## config.mk

```make
export PLATFORM = sky130hd
export DESIGN_NAME = spi_master_slave_port
export DESIGN_NICKNAME = d
export VERILOG_FILES = /design/src/core/spi_port_pkg.sv /design/src/core/spi_master_slave_port.sv /design/src/core/spi_pin_sync.sv
export VERILOG_INCLUDE_DIRS = /design/src /design/src/core
export SDC_FILE = /design/constraint.sdc
export NUM_CORES = 1
export LEC_CHECK = 0
export BUFFER_PORTS_ARGS = -buffer_cell sky130_fd_sc_hd__buf_2
export CAP_MARGIN = 20
export CORE_ASPECT_RATIO = 0.6
export CORE_MARGIN = 2
export CORE_UTILIZATION = 58
export CTS_CLUSTER_DIAMETER = 150
export DETAILED_ROUTE_END_ITERATION = 6
export HOLD_SLACK_MARGIN = 0.08
export PLACE_DENSITY = 0.9
export SKIP_LAST_GASP = 1
export SLEW_MARGIN = 25
export SYNTH_ARGS = -nofsm -noshare
export SYNTH_HDL_FRONTEND = slang
export SYNTH_HIERARCHICAL = 1
export SYNTH_SLANG_ARGS = --single-unit
```

## constraint.sdc

```tcl
create_clock -name ref_clk_i -period 2.9 [get_ports ref_clk_i]
set_input_delay 0.29 -clock ref_clk_i [delete_from_list [all_inputs] [get_ports ref_clk_i]]
set_output_delay 0.29 -clock ref_clk_i [all_outputs]
set_load 0.02 [all_outputs]
```

## src/core/spi_port_consts.svh

```systemverilog
// timing, width and count constants of the serial port engine
`ifndef SPI_PORT_CONSTS_SVH
`define SPI_PORT_CONSTS_SVH

`define SPI_BITS 4'h8
`define SPI_HALF_DIV4 10'h002
`define SPI_HALF_DIV16 10'h008
`define SPI_HALF_DIV64 10'h020
`define SPI_HALF_ONE 10'h001
`define SPI_EDGE_LAST 5'h0F
`define SPI_TICK_LAST 5'h10
`define SPI_EDGE_SECOND 5'h02
`define SPI_EDGE_FIRST 5'h01
`define SPI_SYNC_STAGES 3

`endif

```

## src/core/spi_port_pkg.sv

```systemverilog
// types of the serial port engine
package spi_port_pkg;

	typedef enum logic [3:0]
	{
		MODE_MASTER_DIV4 = 4'b0000,
		MODE_MASTER_DIV16 = 4'b0001,
		MODE_MASTER_DIV64 = 4'b0010,
		MODE_MASTER_TIMER = 4'b0011,
		MODE_SLAVE_SS = 4'b0100,
		MODE_SLAVE_NOSS = 4'b0101,
		MODE_MASTER_RELOAD = 4'b1010
	} port_mode_e;

	typedef struct packed
	{
		logic sck_q;
		logic sdo_q;
		logic [7:0] shift_reg;
		logic [7:0] data_buffer;
		logic buffer_full_flag;
		logic write_collision_flag;
		logic serial_irq_flag;
		logic busy;
		logic [4:0] edge_cnt;
		logic [3:0] bit_cnt;
		logic [9:0] div_cnt;
		logic sck_prev;
	} port_state_s;

	typedef struct packed
	{
		logic [2:0] s1;
		logic [2:0] s2;
		logic [2:0] s3;
		logic [2:0] val;
	} sync_state_s;

endpackage

```

## src/core/spi_master_slave_port.sv

```systemverilog
// spi engine of the synchronous serial port: master and slave roles
`timescale 1ns/1ps
`default_nettype none
`include "spi_port_consts.svh"

// Behaviour
// - port runs only while enable set, owns pins
// - control bits pick role, polarity, phase, rate
// - MSb first; full byte to buffer, flags set
// - next byte may start before buffer read in slave role, or in master role with overwrite enable
// - write during transfer dropped, collision flag set
// - buffer read clears buffer full flag
// - shift register reachable only via buffer
// - master write starts eight-bit transfer immediately
// - receive-only master keeps loading buffer normally
// - idle polarity and output edge selectable
// - master rate: div4, div16, div64, timer, reload
// - edge select gives early data; sample phase
// - slave shifts on external clock, flags last bit
// - slave keeps shifting during sleep
// - daisy chain echoes received bits next burst
// - overwrite enable accepts writes despite unread byte
// - write loads buffer and shift register together
// - mode 0100: slave gated by slave select
// - select high releases data out four clocks later, after pin sync
// - port reset forces bit counter zero
module spi_master_slave_port
(
	input wire logic ref_clk_i, // 250 MHz system clock
	input wire logic nrst_i, // async reset, active low
	input wire logic port_enable_i, // port enable
	input wire logic [3:0] port_mode_i, // role and rate select
	input wire logic clock_idle_polarity_i, // idle level of clock
	input wire logic clock_edge_select_i, // data valid before first edge
	input wire logic sample_phase_select_i, // sample at end of data time
	input wire logic buffer_overwrite_enable_i, // accept writes while full
	input wire logic [7:0] divider_reload_i, // reload for rate divider
	input wire logic rate_timer_tick_i, // rate timer output pulse
	input wire logic sleep_i, // device asleep, master halts
	input wire logic buf_wr_i, // data buffer write strobe
	input wire logic [7:0] buf_wdata_i, // data buffer write data
	input wire logic buf_rd_i, // data buffer read strobe
	input wire logic write_collision_clr_i, // clear collision flag
	input wire logic serial_irq_clr_i, // clear interrupt flag
	output logic [7:0] buf_rdata_o, // data buffer contents
	output logic buffer_full_flag_o, // received byte waiting
	output logic write_collision_flag_o, // write was dropped
	output logic serial_irq_flag_o, // byte complete
	output logic busy_o, // transfer in progress
	input wire logic sck_i, // clock pin level
	output logic sck_o, // clock pin drive value
	output logic sck_oe_o, // clock pin driven
	input wire logic sdi_i, // data in pin
	output logic sdo_o, // data out pin value
	output logic sdo_oe_o, // data out pin driven
	input wire logic ss_n_i // slave select, active low
);
	spi_port_pkg::port_state_s r_r;
	spi_port_pkg::port_state_s r_nxt;
	logic [2:0] pins_s;
	logic sck_s;
	logic sdi_s;
	logic ss_n_s;
	logic is_slave;
	logic ss_mode;
	logic slave_on;
	logic master_on;
	logic rate_tick;
	logic sck_edge;
	logic lead_edge;
	logic trail_edge;
	logic [4:0] first_sample;
	logic master_sample;
	logic master_drive;
	logic in_transfer;

	function automatic logic [9:0] half_period(input logic [3:0] mode, input logic [7:0] reload);
		logic [9:0] h;
		h = `SPI_HALF_DIV4;
		if (mode == spi_port_pkg::MODE_MASTER_DIV16)
			h = `SPI_HALF_DIV16;
		else if (mode == spi_port_pkg::MODE_MASTER_DIV64)
			h = `SPI_HALF_DIV64;
		else if (mode == spi_port_pkg::MODE_MASTER_RELOAD)
			h = {1'b0, reload, 1'b0} + `SPI_HALF_DIV4;
		return h - `SPI_HALF_ONE;
	endfunction

	// clock pin feeds back as the clock input of the slave role only
	spi_pin_sync u_sync
	(
		.ref_clk_i(ref_clk_i),
		.nrst_i(nrst_i),
		.pins_i({ss_n_i, sdi_i, sck_i}),
		.rst_val_i(3'h0),
		.pins_o(pins_s)
	);

	assign sck_s = pins_s[0];
	assign sdi_s = pins_s[1];
	assign ss_n_s = pins_s[2];

	always_comb
	begin
		is_slave = (port_mode_i == spi_port_pkg::MODE_SLAVE_SS)
			|| (port_mode_i == spi_port_pkg::MODE_SLAVE_NOSS);
		ss_mode = port_mode_i == spi_port_pkg::MODE_SLAVE_SS;
		slave_on = port_enable_i && is_slave && (!ss_mode || !ss_n_s);
		master_on = port_enable_i && !is_slave;
		in_transfer = r_r.busy || (is_slave && r_r.bit_cnt != 4'h0);
		// master halts while asleep, slave path does not
		rate_tick = 1'b0;
		if (master_on && r_r.busy && !sleep_i)
		begin
			if (port_mode_i == spi_port_pkg::MODE_MASTER_TIMER)
				rate_tick = rate_timer_tick_i;
			else
				rate_tick = r_r.div_cnt == 10'h000;
		end
		sck_edge = sck_s != r_r.sck_prev;
		lead_edge = sck_edge && (sck_s != clock_idle_polarity_i);
		trail_edge = sck_edge && (sck_s == clock_idle_polarity_i);
		first_sample = (clock_edge_select_i ? 5'h00 : `SPI_EDGE_FIRST)
			+ {4'h0, sample_phase_select_i};
		master_sample = (r_r.edge_cnt >= first_sample)
			&& (r_r.edge_cnt[0] == first_sample[0]) && (r_r.bit_cnt < `SPI_BITS);
		if (clock_edge_select_i)
			master_drive = r_r.edge_cnt[0] && (r_r.edge_cnt < `SPI_EDGE_LAST);
		else
			master_drive = !r_r.edge_cnt[0] && (r_r.edge_cnt >= `SPI_EDGE_SECOND)
				&& (r_r.edge_cnt < `SPI_TICK_LAST);
	end

	always_comb
	begin
		r_nxt = r_r;
		r_nxt.sck_prev = sck_s;
		if (write_collision_clr_i)
			r_nxt.write_collision_flag = 1'b0;
		if (serial_irq_clr_i)
			r_nxt.serial_irq_flag = 1'b0;
		if (buf_rd_i)
			r_nxt.buffer_full_flag = 1'b0;
		// buffer write: collision, refusal or load
		if (buf_wr_i && !r_r.write_collision_flag)
		begin
			if (in_transfer)
				r_nxt.write_collision_flag = 1'b1;
			else if (!r_r.buffer_full_flag || buffer_overwrite_enable_i)
			begin
				r_nxt.data_buffer = buf_wdata_i;
				r_nxt.shift_reg = buf_wdata_i;
				r_nxt.sdo_q = buf_wdata_i[7];
				if (master_on)
				begin
					r_nxt.busy = 1'b1;
					r_nxt.edge_cnt = 5'h00;
					r_nxt.bit_cnt = 4'h0;
					r_nxt.sck_q = clock_idle_polarity_i;
					r_nxt.div_cnt = half_period(port_mode_i, divider_reload_i);
				end
			end
		end
		// master engine
		if (master_on && r_r.busy && !sleep_i && port_mode_i != spi_port_pkg::MODE_MASTER_TIMER)
		begin
			if (r_r.div_cnt == 10'h000)
				r_nxt.div_cnt = half_period(port_mode_i, divider_reload_i);
			else
				r_nxt.div_cnt = r_r.div_cnt - 10'h001;
		end
		if (rate_tick)
		begin
			if (r_r.edge_cnt < `SPI_TICK_LAST)
				r_nxt.sck_q = ~r_r.sck_q;
			if (master_drive)
				r_nxt.sdo_q = sample_phase_select_i ? r_r.shift_reg[6] : r_r.shift_reg[7];
			if (master_sample)
			begin
				r_nxt.shift_reg = {r_r.shift_reg[6:0], sdi_s};
				r_nxt.bit_cnt = r_r.bit_cnt + 4'h1;
			end
			r_nxt.edge_cnt = r_r.edge_cnt + 5'h01;
			if ((r_nxt.bit_cnt == `SPI_BITS) && (r_r.edge_cnt >= `SPI_EDGE_LAST))
			begin
				r_nxt.data_buffer = r_nxt.shift_reg;
				r_nxt.buffer_full_flag = 1'b1;
				r_nxt.serial_irq_flag = 1'b1;
				r_nxt.busy = 1'b0;
				r_nxt.bit_cnt = 4'h0;
				r_nxt.sck_q = clock_idle_polarity_i;
			end
		end
		// slave engine on synchronised clock, keeps running in sleep
		if (slave_on)
		begin
			if ((clock_edge_select_i && lead_edge) || (!clock_edge_select_i && trail_edge))
			begin
				r_nxt.shift_reg = {r_r.shift_reg[6:0], sdi_s};
				r_nxt.bit_cnt = r_r.bit_cnt + 4'h1;
				if (r_r.bit_cnt == `SPI_BITS - 4'h1)
				begin
					r_nxt.data_buffer = {r_r.shift_reg[6:0], sdi_s};
					r_nxt.buffer_full_flag = 1'b1;
					r_nxt.serial_irq_flag = 1'b1;
					r_nxt.bit_cnt = 4'h0;
				end
			end
			else if (sck_edge)
				r_nxt.sdo_q = r_r.shift_reg[7];
		end
		// port reset
		if (!port_enable_i || !r_r.busy && !is_slave)
			r_nxt.sck_q = clock_idle_polarity_i;
		if (!port_enable_i || (ss_mode && ss_n_s))
		begin
			r_nxt.bit_cnt = 4'h0;
			r_nxt.busy = 1'b0;
			r_nxt.edge_cnt = 5'h00;
			r_nxt.sdo_q = r_nxt.shift_reg[7];
		end
	end

	always_ff @(posedge ref_clk_i or negedge nrst_i)
	begin
		if (!nrst_i)
			r_r <= '0;
		else
			r_r <= r_nxt;
	end

	assign buf_rdata_o = r_r.data_buffer;
	assign buffer_full_flag_o = r_r.buffer_full_flag;
	assign write_collision_flag_o = r_r.write_collision_flag;
	assign serial_irq_flag_o = r_r.serial_irq_flag;
	assign busy_o = r_r.busy || (is_slave && r_r.bit_cnt != 4'h0);
	assign sck_o = r_r.sck_q;
	assign sck_oe_o = master_on;
	assign sdo_o = r_r.sdo_q;
	assign sdo_oe_o = master_on || slave_on;
endmodule
`default_nettype wire

```

## src/core/spi_pin_sync.sv

```systemverilog
// three-stage synchroniser for the serial pins with agreement filter
`timescale 1ns/1ps
`default_nettype none
`include "spi_port_consts.svh"

module spi_pin_sync
(
	input wire logic ref_clk_i, // system clock
	input wire logic nrst_i, // async reset, active low
	input wire logic [2:0] pins_i, // raw pin levels
	input wire logic [2:0] rst_val_i, // unused at reset, reserved level view
	output logic [2:0] pins_o // filtered levels
);
	spi_port_pkg::sync_state_s r_r;
	spi_port_pkg::sync_state_s r_nxt;

	// the first stage feeds only the second
	always_comb
	begin
		r_nxt = r_r;
		r_nxt.s1 = pins_i;
		r_nxt.s2 = r_r.s1;
		r_nxt.s3 = r_r.s2;
		for (int i = 0; i < `SPI_SYNC_STAGES; i++)
		begin
			if (r_r.s2[i] == r_r.s3[i])
				r_nxt.val[i] = r_r.s3[i];
		end
	end

	always_ff @(posedge ref_clk_i or negedge nrst_i)
	begin
		if (!nrst_i)
			r_r <= '0;
		else
			r_r <= r_nxt;
	end

	assign pins_o = r_r.val ^ (rst_val_i & 3'h0);
endmodule
`default_nettype wire

```

==> run_results.csv <==
group,metric,value,unit
placement,io_buffers,51,
sta,holdWs,88.3,ps
placement,hpwl,7410,µm
global_route,grtUsageTotal,28.3,%
placement,placedCellCount,541,
sta,setup_tns,0,ps
clocking,cts_setup_buffers,0,
sta,relSlewSlack,55.5,%
global_route,grt_pass1_vias,3268,
power_and_ir_drop,p_per_area,452,mW/mm²
drt,vias_per_cell,6.38,
cells_and_area,drive_gt1_share,22.1,%
clocking,cts_max_level,2,
cells_and_area,fillerInstances,504,
synth,synthesis.nets,465,
clocking,ctsLongestPathBuffers,2,
sta,max_freq,365,MHz
cells_and_area,regArea,0.00135,mm²
floorplanning,die_h,66.1,µm
sta,setup_violations,0,
drt,drt-initial-drc-count,480,
floorplanning,core,0.00617,mm²
drt,dr.pass1.iters,5,
synth,syn-cell-area,0.00372,mm²
synth,syn_inst,418,
sta,period_share,94.5,%
critical_path,startpoint_type,"flop",
critical_path,critPathKind,"reg2reg",
cells_and_area,fin_cells,551,
floorplanning,num_io_pins,52,
sta,min_period,2740,ps
critical_path,cp.arrival,2960,ps
synth,yosysWarningCount,6,
critical_path,end_kind,"flop",
floorplanning,core.rowCount,22,
outcome,status,"complete, no violations",
clocking,cts_tree,"built",
drt,wl_per_cell,17.3,µm
sta,clock_skew,12.6,ps
cells_and_area,synthToLayoutAreaGrowth,11.6,%
sta,worstMarginPinSlew,663,ps
run,drv_cap,0,
clocking,clock_sinks,54,
drt,detail-route-antenna-nets,0,
clocking,insertion_delay,310,ps
min_path,hold_class,"in2reg",
global_route,grt_antenna_before_repair,0,
cells_and_area,multi_input_comb_area,0.00211,mm²
clocking,cts-root-buf,"clkbuf_8",
sta,slew_violations,0,
global_route,grt_pass1_wl,15600,µm
cells_and_area,final_nets,514,
synth,synth.avg_cell_area,8.91,µm²
clocking,path_clk_slew,100,ps
power_and_ir_drop,ir_drop,0.000248,V
drt,drc,0,
sta,hold_viol,0,
critical_path,cp.required,3120,ps
drt,dr_total_vias,3518,
floorplanning,dieArea,0.00710,mm²
power_and_ir_drop,p_leak,1.84,nW
floorplanning,die_x,107,µm
clocking,cts_buffers,5,
cells_and_area,n_antenna_cell,0,
sta,rsz0062_at_grt,"false",
global_route,grt_max_degree,31,
drt,wl,9560,µm
critical_path,path_max_fanout,8,
global_route,overflow,0,
placement,gp_congestion,0.988,
floorplanning,start_util,60.4,%
area by class of cell:
| cell class | instances | share of cell area, % |
|---|---|---|
| repair buffers | 73 | 10.3 |
| flip-flops and latches | 54 | 32.5 |
| clock buffers | 5 | 1.66 |
| well taps | 84 | 2.53 |
| multi-input cells | 313 | 50.9 |
| inverters | 20 | 1.81 |
| clock inverters | 2 | 0.241 |
per-layer routing:
layer | part of all wire (%) | routed length, µm | global-route usage, %
met1 | 44 | 4230 | 40.7
met2 | 42 | 3980 | 42.2
met5 | 0 | 0 | 0
met3 | 12 | 1190 | 8.97
met4 | 1.6 | 152 | 5.61
layout by cell type, fill, tap and decap left out, types with 4 or more instances in the layout:
| master | instances |
|---|---|
| mux2_2 | 12 |
| dfrtp_1 | 54 |
| nor3b_1 | 4 |
| or3_1 | 7 |
| xnor2_1 | 8 |
| buf_4 | 19 |
| nor2_1 | 43 |
| a311oi_1 | 4 |
| clkbuf_8 | 5 |
| xor2_1 | 7 |
| inv_1 | 19 |
| buf_2 | 51 |
| nor2b_1 | 4 |
| mux2i_1 | 5 |
| nand2_1 | 28 |
| o2bb2ai_1 | 8 |
| nor3_1 | 17 |
| nand3_1 | 10 |
| o221ai_1 | 9 |
| a211oi_1 | 7 |
| nand2b_1 | 11 |
| a21oi_1 | 15 |
| ha_1 | 11 |
| a31oi_1 | 8 |
| and3_1 | 6 |
| a21o_1 | 5 |
| o21ai_0 | 26 |
report_power, final:
| group | switching [W] | internal (W) | leakage (nW) |
|---|---|---|---|
| Sequential | 0.000105 | 0.000853 | 0.666 |
| Combinational | 0.000305 | 0.000220 | 1.13 |
| Clock | 0.000234 | 0.000163 | 0.0438 |
| Total | 0.000644 | 0.00124 | 1.84 |
through the flow:
stage	power (W)	worst slack (ps)	util (%)	instance area [µm²]
final	0.00188	160	67.3	4150
after global routing	0.00199	49.3	67.3	4150
after CTS	0.00187	212	67.0	4130
after detailed placement	0.00148	-5.60	65.6	4040
after global placement	0.00145	140	65.6	4040
after floorplan	0.00132	155	-	3720
worst max-delay path: stages, from the launching register on:
cell       delay, ps
dfrtp_1          470
ha_1             320
nor3_1           210
a21o_1           180
buf_4            130
o21ai_0          190
or2_2            400
o21ai_1          560
o2bb2ai_1        200
sequential cells by signal, indices dropped and copies added (netlist names), 3 cells and up:
signal,count
buf_rdata_o,8
r_r,29
u_sync/r_nxt,6
u_sync/pins_o,3
u_sync/r_r,3
final timing paths:
kind | startpoint | end | slack (ps) | depth (start not counted)
setup reg to reg | r_r[16] | buf_rdata_o[5] | 160 | 8
max in group asynchronous | nrst_i | r_r[13] | 1570 | 3
hold reg to reg | u_sync/r_nxt[8] | u_sync/r_nxt[5] | 350 | 0
min in group asynchronous | nrst_i | r_r[18] | 510 | 2
hold / removal | ss_n_i | u_sync/r_nxt[8] | 90 | 1
setup / recovery | r_r[16] | buf_rdata_o[5] | 160 | 8
timing repair:
| item | CTS | global route |
|---|---|---|
| resized for setup | 0 | 0 |
| hold buffers | 1 | 2 |
| hold endpoints to repair | 24 | 2 |
No activity file was read; power rests on OpenSTA's default activity.
